File: src/common/pattern_test_pkg.sv
// Package: register map, field positions, reset values and carriers for the pattern test block
package pattern_test_pkg;

    // ==============================================================
    // Register map (printed offsets are not multiples of four: index, byte = 4*index)
    localparam logic [15:0] CSR_INDEX      = 16'h0123;
    localparam logic [15:0] SWITCH_INDEX   = 16'h0121;
    localparam logic [17:0] CSR_ADDR       = {CSR_INDEX, 2'b00};
    localparam logic [17:0] SWITCH_ADDR    = {SWITCH_INDEX, 2'b00};

    // ==============================================================
    // Field positions
    localparam int BIT_TYPE      = 7;
    localparam int BIT_ERRINS    = 6;
    localparam int BIT_INVERT    = 5;
    localparam int BIT_LOCK      = 4;
    localparam int BIT_CHECK_EN  = 3;
    localparam int BIT_GEN_EN    = 2;
    localparam int BIT_RX_SKIP   = 1;
    localparam int BIT_TX_SKIP   = 0;
    localparam int BIT_SWITCH    = 3;

    // ==============================================================
    // Reset values and counts
    localparam logic [7:0]  CSR_RESET      = 8'h00;
    localparam logic [7:0]  SWITCH_RESET   = 8'h00;
    localparam logic [14:0] LFSR_SEED      = 15'h7FFF;
    localparam logic [4:0]  SEED_BITS      = 5'h0F;
    localparam logic [5:0]  LOCK_RUN       = 6'h20;
    localparam logic [3:0]  LOSS_ERRS      = 4'h8;
    localparam logic [4:0]  QRTS_ZERO_MAX  = 5'h0E;

    // ==============================================================
    // Carriers
    typedef struct packed {
        logic       patternTypeSelect;
        logic       singleErrorInject;
        logic       testDataInvert;
        logic       patternCheckEnable;
        logic       patternGenEnable;
        logic       rxFramerSkip;
        logic       txFramerSkip;
        logic       patternSwitch;
    } ctrl_s;

    typedef struct packed {
        logic       lineRxBit;
        logic       backTxBit;
        logic       framerTxBit;
        logic       framerRxBit;
    } stream_in_s;

    typedef struct packed {
        logic       lineTxBit;
        logic       backRxBit;
    } stream_out_s;

endpackage : pattern_test_pkg

File: src/design/pattern_checker.sv
// Pattern checker: self-synchronising PRBS15 / QRTS detector with lock flag
`timescale 1ns/10ps
module pattern_checker (
    input  wire logic clk,
    input  wire logic rst,
    input  wire logic enable,
    input  wire logic bitValid,
    input  wire logic qrts,
    input  wire logic dataIn,
    output logic      locked
);

    typedef struct packed {
        logic [14:0] shift;
        logic [4:0]  seeded;
        logic [5:0]  run;
        logic [3:0]  errs;
        logic        lock;
    } chk_s;

    chk_s st_r;
    chk_s st_nxt;
    logic expected;
    logic rawBit;

    // ==============================================================
    // Next state: seed from incoming bits, then count matches
    always_comb begin
        st_nxt   = st_r;
        expected = st_r.shift[14] ^ st_r.shift[13];
        // QRTS forces a one after too many zeros; compare to the raw LFSR bit
        rawBit   = expected;
        if (!enable) begin
            st_nxt = '0;
        end else if (bitValid) begin
            st_nxt.shift = {st_r.shift[13:0], dataIn};
            if (st_r.seeded != pattern_test_pkg::SEED_BITS) begin
                st_nxt.seeded = st_r.seeded + 5'h01;
            end else if (dataIn == rawBit || (qrts && dataIn)) begin
                if (st_r.run != pattern_test_pkg::LOCK_RUN) begin
                    st_nxt.run = st_r.run + 6'h01;
                end
                if (st_r.run == pattern_test_pkg::LOCK_RUN - 6'h01) begin
                    st_nxt.lock = 1'b1;
                    st_nxt.errs = '0;
                end
            end else begin
                st_nxt.run  = '0;
                st_nxt.errs = st_r.errs + 4'h1;
                // Too many errors while locked, or any error before lock: reseed and hunt again
                if (st_r.errs == pattern_test_pkg::LOSS_ERRS - 4'h1 || !st_r.lock) begin
                    st_nxt = '0;
                end
            end
        end
    end

    always_ff @(posedge clk or posedge rst) begin
        if (rst) begin
            st_r <= '0;
        end else begin
            st_r <= st_nxt;
        end
    end

    assign locked = st_r.lock;

    a_lock_clears_off: assert property (@(posedge clk) disable iff (rst)
        !enable |=> !locked) else $error("lock held while checker disabled"); // RULE15

endmodule : pattern_checker

File: src/design/pattern_test_control.sv
// Top: pattern generator, checker routing, framer bypass and Wishbone register slave
// How it works
// RULE1 - Switch bit in its own register routes generation and checking line or backplane side.
// RULE2 - Bit 4 reads 1 when the active checker has locked, else 0.
// RULE3 - Lock flag shows receive or transmit checker as chosen by the switch.
// RULE4 - Bit 3 enables pattern checking; 0 disables it.
// RULE5 - Switch off: check line receive data and lock onto the pattern.
// RULE6 - Switch on: check transmit backplane data and lock onto the pattern.
// RULE7 - Bit 2 enables the pattern generator; 0 disables it.
// RULE8 - Switch off: generated pattern replaces transmit data toward the line.
// RULE9 - Switch on: generated pattern goes out on the receive backplane side.
// RULE10 - Bit 1 bypasses receive framing; 0 keeps normal receive framing.
// RULE11 - Bit 0 bypasses transmit framing; 0 keeps normal transmit framing.
// RULE12 - Type bit 0 picks PRBS15 x^15+x^14+1, 1 picks quasi-random signal.
// RULE13 - Each rising edge of error insert flips one generated bit, only while generating.
// RULE14 - Invert bit inverts generated output and checked input on switched paths.
// RULE15 - Lock after 15 seed bits and a matching run; cleared when checking disabled.
// RULE16 - After reset lock, enables and bypass bits all read zero.
//
// Decided for this implementation: the Wishbone register port.
`timescale 1ns/10ps
module pattern_test_control (
    input  wire logic                        clk,
    input  wire logic                        rst,
    input  wire logic                        wbCyc,
    input  wire logic                        wbStb,
    input  wire logic                        wbWe,
    input  wire logic [17:0]                 wbAdr,
    input  wire logic [3:0]                  wbSel,
    input  wire logic [31:0]                 wbDatI,
    output logic      [31:0]                 wbDatO,
    output logic                             wbAck,
    input  wire logic                        bitValid,
    input  wire pattern_test_pkg::stream_in_s streamIn,
    output pattern_test_pkg::stream_out_s    streamOut,
    output logic                             rxFramerSkip,
    output logic                             txFramerSkip
);

    // ==============================================================
    // State
    typedef struct packed {
        pattern_test_pkg::ctrl_s       ctrl;
        logic [14:0]                   lfsr;
        logic [4:0]                    zeros;
        logic                          injectPend;
        logic [31:0]                   datO;
        logic                          ack;
        pattern_test_pkg::stream_out_s out;
        logic                          rxSkip;
        logic                          txSkip;
    } top_s;

    top_s st_r;
    top_s st_nxt;
    logic lockRx;
    logic lockTx;
    logic lockSel;
    logic genBit;
    logic lfsrBit;
    logic checkRxIn;
    logic checkTxIn;
    logic access;
    logic csrHit;
    logic swHit;

    // ==============================================================
    // Checkers: one per path, each enabled only when it is the active one
    pattern_checker u_chk_rx (
        .clk      (clk),
        .rst      (rst),
        .enable   (st_r.ctrl.patternCheckEnable && !st_r.ctrl.patternSwitch),  // RULE4 RULE5
        .bitValid (bitValid),
        .qrts     (st_r.ctrl.patternTypeSelect),
        .dataIn   (checkRxIn),
        .locked   (lockRx)
    );

    pattern_checker u_chk_tx (
        .clk      (clk),
        .rst      (rst),
        .enable   (st_r.ctrl.patternCheckEnable && st_r.ctrl.patternSwitch),   // RULE4 RULE6
        .bitValid (bitValid),
        .qrts     (st_r.ctrl.patternTypeSelect),
        .dataIn   (checkTxIn),
        .locked   (lockTx)
    );

    // ==============================================================
    // Checker inputs, inverted when asked
    assign checkRxIn = streamIn.lineRxBit ^ st_r.ctrl.testDataInvert;   // RULE14
    assign checkTxIn = streamIn.backTxBit ^ st_r.ctrl.testDataInvert;   // RULE14
    assign lockSel   = st_r.ctrl.patternSwitch ? lockTx : lockRx;       // RULE3

    // ==============================================================
    // Bus decode
    assign access = wbCyc && wbStb && !st_r.ack;
    assign csrHit = wbAdr == pattern_test_pkg::CSR_ADDR;
    assign swHit  = wbAdr == pattern_test_pkg::SWITCH_ADDR;

    // ==============================================================
    // Next state
    always_comb begin
        st_nxt = st_r;
        // PRBS15 feedback; QRTS limits zero runs by forcing a one
        lfsrBit = st_r.lfsr[14] ^ st_r.lfsr[13];                        // RULE12
        genBit  = lfsrBit;
        if (st_r.ctrl.patternTypeSelect && st_r.zeros == pattern_test_pkg::QRTS_ZERO_MAX) begin
            genBit = 1'b1;                                              // RULE12
        end
        st_nxt.ack = access;
        if (access) begin
            st_nxt.datO = '0;
            if (csrHit) begin
                st_nxt.datO[7:0] = {st_r.ctrl.patternTypeSelect, st_r.ctrl.singleErrorInject,
                                    st_r.ctrl.testDataInvert, lockSel,   // RULE2
                                    st_r.ctrl.patternCheckEnable, st_r.ctrl.patternGenEnable,
                                    st_r.ctrl.rxFramerSkip, st_r.ctrl.txFramerSkip};
            end else if (swHit) begin
                st_nxt.datO[pattern_test_pkg::BIT_SWITCH] = st_r.ctrl.patternSwitch;
            end
            if (wbWe && wbSel[0]) begin
                if (csrHit) begin
                    st_nxt.ctrl.patternTypeSelect  = wbDatI[pattern_test_pkg::BIT_TYPE];
                    st_nxt.ctrl.singleErrorInject  = wbDatI[pattern_test_pkg::BIT_ERRINS];
                    st_nxt.ctrl.testDataInvert     = wbDatI[pattern_test_pkg::BIT_INVERT];
                    st_nxt.ctrl.patternCheckEnable = wbDatI[pattern_test_pkg::BIT_CHECK_EN]; // RULE4
                    st_nxt.ctrl.patternGenEnable   = wbDatI[pattern_test_pkg::BIT_GEN_EN];   // RULE7
                    st_nxt.ctrl.rxFramerSkip       = wbDatI[pattern_test_pkg::BIT_RX_SKIP];
                    st_nxt.ctrl.txFramerSkip       = wbDatI[pattern_test_pkg::BIT_TX_SKIP];
                    // A rising edge of the insert bit arms one error while generating
                    if (wbDatI[pattern_test_pkg::BIT_ERRINS] && !st_r.ctrl.singleErrorInject
                        && st_r.ctrl.patternGenEnable) begin
                        st_nxt.injectPend = 1'b1;                       // RULE13
                    end
                end else if (swHit) begin
                    st_nxt.ctrl.patternSwitch = wbDatI[pattern_test_pkg::BIT_SWITCH]; // RULE1
                end
            end
        end
        if (!st_r.ctrl.patternGenEnable) begin
            st_nxt.lfsr       = pattern_test_pkg::LFSR_SEED;
            st_nxt.zeros      = '0;
            st_nxt.injectPend = 1'b0;                                   // RULE13
        end
        // Default paths: framer data passes straight through
        st_nxt.out.lineTxBit = streamIn.framerTxBit;
        st_nxt.out.backRxBit = streamIn.framerRxBit;
        if (bitValid && st_r.ctrl.patternGenEnable) begin               // RULE7
            st_nxt.lfsr  = {st_r.lfsr[13:0], lfsrBit};
            st_nxt.zeros = genBit ? 5'h00 : st_r.zeros + 5'h01;
            if (st_r.ctrl.patternSwitch) begin
                st_nxt.out.backRxBit = genBit ^ st_r.ctrl.testDataInvert ^ st_r.injectPend; // RULE9 RULE14
            end else begin
                st_nxt.out.lineTxBit = genBit ^ st_r.ctrl.testDataInvert ^ st_r.injectPend; // RULE8 RULE14
            end
            // Set in this same cycle by a new write keeps the pending error alive
            if (!(st_nxt.injectPend && !st_r.injectPend)) begin
                st_nxt.injectPend = 1'b0;                               // RULE13
            end
        end else if (st_r.ctrl.patternGenEnable) begin
            // Hold the test stream between bit slots so the framer never sees bypassed data mid-test
            if (st_r.ctrl.patternSwitch) begin
                st_nxt.out.backRxBit = st_r.out.backRxBit;
            end else begin
                st_nxt.out.lineTxBit = st_r.out.lineTxBit;
            end
        end
        st_nxt.rxSkip = st_r.ctrl.rxFramerSkip;                         // RULE10
        st_nxt.txSkip = st_r.ctrl.txFramerSkip;                         // RULE11
    end

    // ==============================================================
    // State register; reset leaves every enable and bypass cleared
    always_ff @(posedge clk or posedge rst) begin
        if (rst) begin
            st_r      <= '0;                                            // RULE16
            st_r.lfsr <= pattern_test_pkg::LFSR_SEED;
        end else begin
            st_r <= st_nxt;
        end
    end

    // ==============================================================
    // Outputs straight from flip-flops
    assign wbDatO       = st_r.datO;
    assign wbAck        = st_r.ack;
    assign streamOut    = st_r.out;
    assign rxFramerSkip = st_r.rxSkip;
    assign txFramerSkip = st_r.txSkip;

    // ==============================================================
    // Checks
    a_ack_one_cycle: assert property (@(posedge clk) disable iff (rst)
        wbAck |=> !wbAck) else $error("ack held longer than one cycle");

    a_switch_write: assert property (@(posedge clk) disable iff (rst)
        (access && wbWe && wbSel[0] && swHit) |=> (st_r.ctrl.patternSwitch == $past(wbDatI[3])))
        else $error("switch bit not written"); // RULE1

    a_lock_read: assert property (@(posedge clk) disable iff (rst)
        (access && !wbWe && csrHit) |=> (wbDatO[4] == $past(lockSel)))
        else $error("lock bit read wrong"); // RULE2

    a_lock_select: assert property (@(posedge clk) disable iff (rst)
        !st_r.ctrl.patternSwitch |-> (lockSel == lockRx)) else $error("lock source wrong"); // RULE3

    a_check_off: assert property (@(posedge clk) disable iff (rst)
        !st_r.ctrl.patternCheckEnable |=> !lockRx && !lockTx) else $error("lock without enable"); // RULE4

    a_gen_line: assert property (@(posedge clk) disable iff (rst)
        (bitValid && st_r.ctrl.patternGenEnable && !st_r.ctrl.patternSwitch)
        |=> (streamOut.lineTxBit == $past(genBit ^ st_r.ctrl.testDataInvert ^ st_r.injectPend)))
        else $error("line output not the pattern"); // RULE8

    a_gen_back: assert property (@(posedge clk) disable iff (rst)
        (bitValid && st_r.ctrl.patternGenEnable && st_r.ctrl.patternSwitch)
        |=> (streamOut.backRxBit == $past(genBit ^ st_r.ctrl.testDataInvert ^ st_r.injectPend)))
        else $error("backplane output not the pattern"); // RULE9

    a_gen_off_pass: assert property (@(posedge clk) disable iff (rst)
        !st_r.ctrl.patternGenEnable |=> (streamOut.lineTxBit == $past(streamIn.framerTxBit)))
        else $error("line output not passing framer data"); // RULE7

    a_rx_skip: assert property (@(posedge clk) disable iff (rst)
        st_r.ctrl.rxFramerSkip |=> rxFramerSkip) else $error("receive bypass not driven"); // RULE10

    a_tx_skip: assert property (@(posedge clk) disable iff (rst)
        !st_r.ctrl.txFramerSkip |=> !txFramerSkip) else $error("transmit bypass stuck"); // RULE11

    a_inject_once: assert property (@(posedge clk) disable iff (rst)
        (st_r.injectPend && bitValid && st_r.ctrl.patternGenEnable && !st_nxt.injectPend)
        |=> !st_r.injectPend) else $error("error inserted more than once"); // RULE13

endmodule : pattern_test_control

File: config.mk
export PLATFORM = sky130hd
export DESIGN_NAME = pattern_test_control
export DESIGN_NICKNAME = d
export VERILOG_FILES = /design/src/common/pattern_test_pkg.sv /design/src/design/pattern_checker.sv /design/src/design/pattern_test_control.sv
export SDC_FILE = /design/constraint.sdc
export NUM_CORES = 1
export LEC_CHECK = 0
export BUFFER_PORTS_ARGS = -buffer_cell sky130_fd_sc_hd__buf_2
export CAP_MARGIN = 0
export CORE_MARGIN = 4
export CORE_UTILIZATION = 45
export CTS_CLUSTER_SIZE = 16
export DETAILED_ROUTE_END_ITERATION = 7
export GPL_TIMING_DRIVEN = 0
export PLACE_DENSITY = 0.7
export SLEW_MARGIN = 20
export SYNTH_ARGS = -nofsm -noshare
export SYNTH_HDL_FRONTEND = slang
export SYNTH_SLANG_ARGS = --single-unit
File: constraint.sdc
create_clock -name clk -period 2.9 [get_ports clk]
set_input_delay 0.145 -clock clk [delete_from_list [all_inputs] [get_ports clk]]
set_output_delay 0.145 -clock clk [all_outputs]
set_load 0.005 [all_outputs]
==> flow_summary.ini, run 1 <==
[cts]
cts_setup_buffers = 0
clkLatencyLatePin_ps = 340
root_buffer = clkbuf_16
htree_levels = 3
cts_buffers = 9
clkTransAtPathRegs_ps = 70
clock_sinks = 104
cts_buffer_depth = 2
cts_resized = 0
cts_hold_buf = 1
tritoncts = built

[setup_path]
arrival_ps = 2410
max_stage_delay_ps = 560
cp_cell_sequence = nand3b_1 > inv_1 > nand4_1 > nor4_4 > mux2_2
cp_top_family = simple AND/OR/NAND/NOR gates
crit_start = wbAck
critical_path.endpoint_type = register
rr_startpoint = wbAck
worstPathRequired_ps = 3130
start_kind = register
path_class = reg2reg
critPathBufInv = 1
cp_max_fo = 9
crit_path_top_delay_cell = nor4_4

[sta]
setup_viol = 0
setup_ws_ps = 716
clock.fmax_ghz = 0.458
skew_ps = 5.83
fin_crit_ps = 2180
grt_setup_unrepaired = false
finalMaxSlewViolations = 0
hold_viol = 0
worstMarginPinSlew_ps = 942
post-route-period-util_pct = 75.3
max_slew_margin_pct = 36.7

[logic_synthesis]
synth_top_area_cell = dfrtp_1
synth_compound_area_share_pct = 16.5
netlist_area_um2 = 5110
ys_ff_latch = 104
synth.area.top_cells = dfrtp_1, dfstp_2, a22o_1, buf_4, nand2_1
synthCells = 473
synth_commonest_cells = dfrtp_1, nand2_1, a22o_1
synth_area_per_cell_um2 = 10.8
synth-simple-area-share_pct = 15.4
synth_top_family_by_area = compound AO/OA/AOI/OAI gates
synth.most_common_cell = dfrtp_1
ys_warn_count = 0
synth_xor_area_share_pct = 1.37
synth_mux_area_share_pct = 5.58
synth_edf_count = 0
synth_cell_types = 59
synthArstFlopShare_pct = 100
seq_area_frac_synth_pct = 51.3
yosys.area.top_type_share_pct = 43.6
synth_fa_ha_area_share_pct = 2.45
synthFlopType = dfrtp_1

[min_path]
hold_class = in2reg
hp-start = streamIn[0]

[route]
drtIter0Drc = 194
ant_nets = 0
maxUsedRoutingLayer = met4
wl_met2_um = 4750
met1_length_um = 4670
post-route-drc-count = 0
first_pass_iters = 4
vias_per_cell = 5.41
wl_met3_um = 620
vias = 3794
wl_um = 10200
wl_per_cell_um = 14.5

[die]
fp-row-count = 38
die_x_um = 115
dieArea_um2 = 13100
initial_utilization_pct = 46.6
core_area_um2 = 11000
die_h_um = 115
boundaryPins = 101

[layout]
diodes = 0
drive_above_1_share_pct = 25.1
stdcell_count = 701
finalInstanceArea_um2 = 5930
area_growth_pct = 16.1
fin_nets = 630
fill_cells = 934
utilization_pct = 54.0

[global_route]
grt_start_max_net_pins = 62
grt_remaining_overflow = 0
grt_first_pass_wirelength_um = 17400
grt_pass1_vias = 3702
track_usage_pct = 16.2
antenna_found_initial = 0

[outcome]
status = completed

[placement]
port_buffers = 47
dp.cells = 684
finalWeightedCongestion = 0.830
hpwl_um = 7230
place_ws_ps = 661
placed_cell_area_um2 = 5640

[power]
ir_drop_mv = 0.281
p_leak_nw = 2.79
powerDensity_nw_per_um2 = 460

[job]
drv_cap = 0
[layout make-up]
cell class              instances  area (um2)  area share, %
clock buffers                   9         225           3.80
flip-flops and latches        104        2620           44.2
clock inverters                 7        56.3          0.949
inverters                      13        53.8          0.907
plain buffers                  50         329           5.55
multi-input cells             329        2200           37.1
repair buffers                 49         273           4.60
well taps                     140         175           2.95
[per-layer routing]
metal	vias up	global-route usage (%)
li1	1834	-
met1	1853	22.6
met2	96	25.1
met3	11	3.86
met4	0	5.07
met5	-	0
[kinds of logic (layout without fill, tap and decap cells)]
logic type	count (synthesis)	after routing
AND/OR/NAND/NOR	146	146
AO/OA/AOI/OAI	114	114
flip-flops	104	104
buffers and inverters	63	128
multiplexers	27	27
adder cells (fa/ha/maj)	10	10
XOR/XNOR	8	8
other	1	24
[registers in the layout, indices dropped and copies added, names as in the netlist]
signal and cells:
rxFramerSkip 1, st_nxt 2, st_r 27, streamOut 2, txFramerSkip 1, u_chk_rx.locked 1, u_chk_rx.st_r 30, u_chk_tx.locked 1
u_chk_tx.st_r 30, wbAck 1, wbDatO 8
[power breakdown]
part           internal [mW]  leakage [nW]  switching, mW
Sequential              1.45          1.40        0.00152
Clock                  0.590         0.131          0.551
Combinational         0.0607          1.26         0.0759
Total                   2.10          2.79          0.628
[layout by cell type (no fill, tap or decap), types with 15 or more instances in the layout]
cell type,count
dfrtp_1,89
buf_4,35
o21ai_0,20
a21oi_1,19
nand2_1,44
dfstp_2,15
nand3_1,18
mux2i_1,15
conb_1,24
nor2_1,23
a22o_1,42
buf_2,49
[through the flow]
stage               TNS (ps)  hold slack [ps]  power (mW)
floorplan                  0              285        1.57
global placement      -99950              378        1.61
detailed placement         0              190        1.62
CTS                        0             17.4        2.76
global route               0             29.1        2.85
finish                     0             25.3        2.73
[worst paths after layout]
path                       slack, ps  cells past startpoint            to
setup / recovery                 720                      5      st_r[61]
hold / removal                    30                      2  streamOut[0]
setup reg to reg                 720                      5      st_r[61]
hold reg to reg                  410                      0  rxFramerSkip
max in group asynchronous       1880                      4      st_r[54]
min in group asynchronous        350                      3     wbDatO[6]
(Power assumes the default switching activity.)
==> run 2, diff against run 1 <==
Settings changed: PLACE_DENSITY 0.7 to 0.67.
Clock period 2.9 ns to 2.15 ns, I/O delays scaled along.
==> run 2 against run 1 <==
Net effect:
- design area increased by 2.7%
- worst hold slack got worse by 11 ps
- critical path depth increased by 2
- clock skew decreased by 0.87 ps
- critical endpoint is now u_chk_tx.st_r[22]
==> flow_summary.ini, run 2 (synthesis gave the netlist of run 1 again) <==
[placement]
placed_cell_area_um2 = 5670
dp.cells = 686
finalWeightedCongestion = 0.776
place_ws_ps = -65.6
hpwl_um = 7250
port_buffers = 47

[cts]
htree_levels = 3
cts_buffers = 9
clkTransAtPathRegs_ps = 70
root_buffer = clkbuf_16
cts_buffer_depth = 2
tritoncts = built
clkLatencyLatePin_ps = 340
clock_sinks = 104

[power]
clockPowerShare_pct = 43.5
p_leak_nw = 2.87
p_total_mw = 3.83
power.internal_mw = 3.00
switching_share_pct = 21.6
ir_drop_mv = 0.445
powerDensity_nw_per_um2 = 629
seq_power_share_pct = 51.2
pwr-share-comb_pct = 5.3
switchingPower_mw = 0.828

[layout]
area_growth_pct = 19.2
finalInstanceArea_um2 = 6100
drive_above_1_share_pct = 26.3
final_common_cell = dfrtp_1
stdcell_count = 714
diodes = 0
reg.largest.list = u_chk_rx.st_r: 30 flops, u_chk_tx.st_r: 30 flops, st_r: 27 flops
mostFrequentLayoutCells = dfrtp_1, buf_2, nand2_1
fin_nets = 643
utilization_pct = 55.5

[route]
vias = 3836
wl_per_cell_um = 14.2
drtIter0Drc = 243
ant_nets = 0
vias_per_cell = 5.37
first_pass_iters = 5
post-route-drc-count = 0
wl_um = 10100

[setup_path]
max_stage_delay_ps = 520
cp_top_family = flip-flops
arrival_ps = 2340
cp_max_fo = 10
critPathBufInv = 2
path_class = reg2reg
worstPathRequired_ps = 2380
start_kind = register
cp_cell_sequence = xnor2_1 > and2_1 > buf_2 > a2bb2oi_4 > a21oi_4 > buf_6 > a22o_1
crit_path_top_delay_cell = dfrtp_1
critical_path.endpoint_type = register

[die]
boundaryPins = 101
die_h_um = 115
die_x_um = 115
fp-row-count = 38
core_area_um2 = 11000
dieArea_um2 = 13100
initial_utilization_pct = 46.6

[global_route]
busiest_layer = met2
grt_pass1_vias = 3768
grt_first_pass_wirelength_um = 17400
met3_usage_pct = 3.38
met1_usage_pct = 20.9
grt_remaining_overflow = 0
antenna_found_initial = 0
grtUsageMet2_pct = 27.0
track_usage_pct = 16.2
grt_start_max_net_pins = 36

[min_path]
hold_class = in2reg

[sta]
grt_setup_unrepaired = true
post-route-period-util_pct = 98.0
hold_viol = 0
finalMaxSlewViolations = 0
worstMarginPinSlew_ps = 600
setup_viol = 0
hold-worst-slack_ps = 14.6
fin_crit_ps = 2110
skew_ps = 4.96
clock.fmax_ghz = 0.475
setup_ws_ps = 43.7
max_slew_margin_pct = 60.0
setup_tns_ps = 0

[job]
drv_cap = 0

[outcome]
status = completed
==> run 2: changes by cell type in the layout (fill, tap and decap cells not counted), sizes merged <==
cell	change
clkbuf	+2
clkinv	-3
buf	+8
clkinvlp	-1
inv	+1
dlygate4sd3	+5
bufinv	+1
==> run 2: final timing paths <==
check / startpoint / endpoint / slack [ps] / cells past startpoint
min reg2reg: st_nxt[1] / rxFramerSkip / 420 / 0
max reg2reg: st_r[63] / u_chk_tx.st_r[22] / 40 / 7
min in group asynchronous: rst / u_chk_tx.st_r[21] / 230 / 3
max in group asynchronous: rst / st_r[44] / 1190 / 5
min: wbDatI[6] / st_r[64] / 10 / 2
max: st_r[63] / u_chk_tx.st_r[22] / 40 / 7
==> run 2: layout make-up <==
cell class / count / area [um2]
timing repair buffer: 62 / 400
sequential: 104 / 2620
clock inverter: 5 / 62.6
multi-input combinational: 329 / 2210
inverter: 13 / 52.6
fill: 950 / 4890
buffer: 50 / 329
tap: 140 / 175
clock buffer: 11 / 243
==> run 2: what timing repair did <==
action	in CTS	in global routing
resized for setup	2	1
setup buffers	0	6
endpoints found under the setup margin	16	37
hold buffers	6	0
hold endpoints to repair	74	0
pin swaps	1	1
==> run 2: power groups by stage <==
stage | clock (mW) | sequential, mW | combinational (mW)
after floorplan | 0 | 2.00 | 0.120
after global placement | 0 | 2.00 | 0.173
after detailed placement | 0 | 2.00 | 0.190
after CTS | 1.70 | 1.96 | 0.198
after global routing | 1.79 | 1.96 | 0.230
final | 1.67 | 1.96 | 0.203
==> run 2: metal layers <==
layer  wire length (um)  up-vias
li1                   -     1860
met2               4690       90
met4                133        0
met1               4720     1872
met5                  0        -
met3                583       14
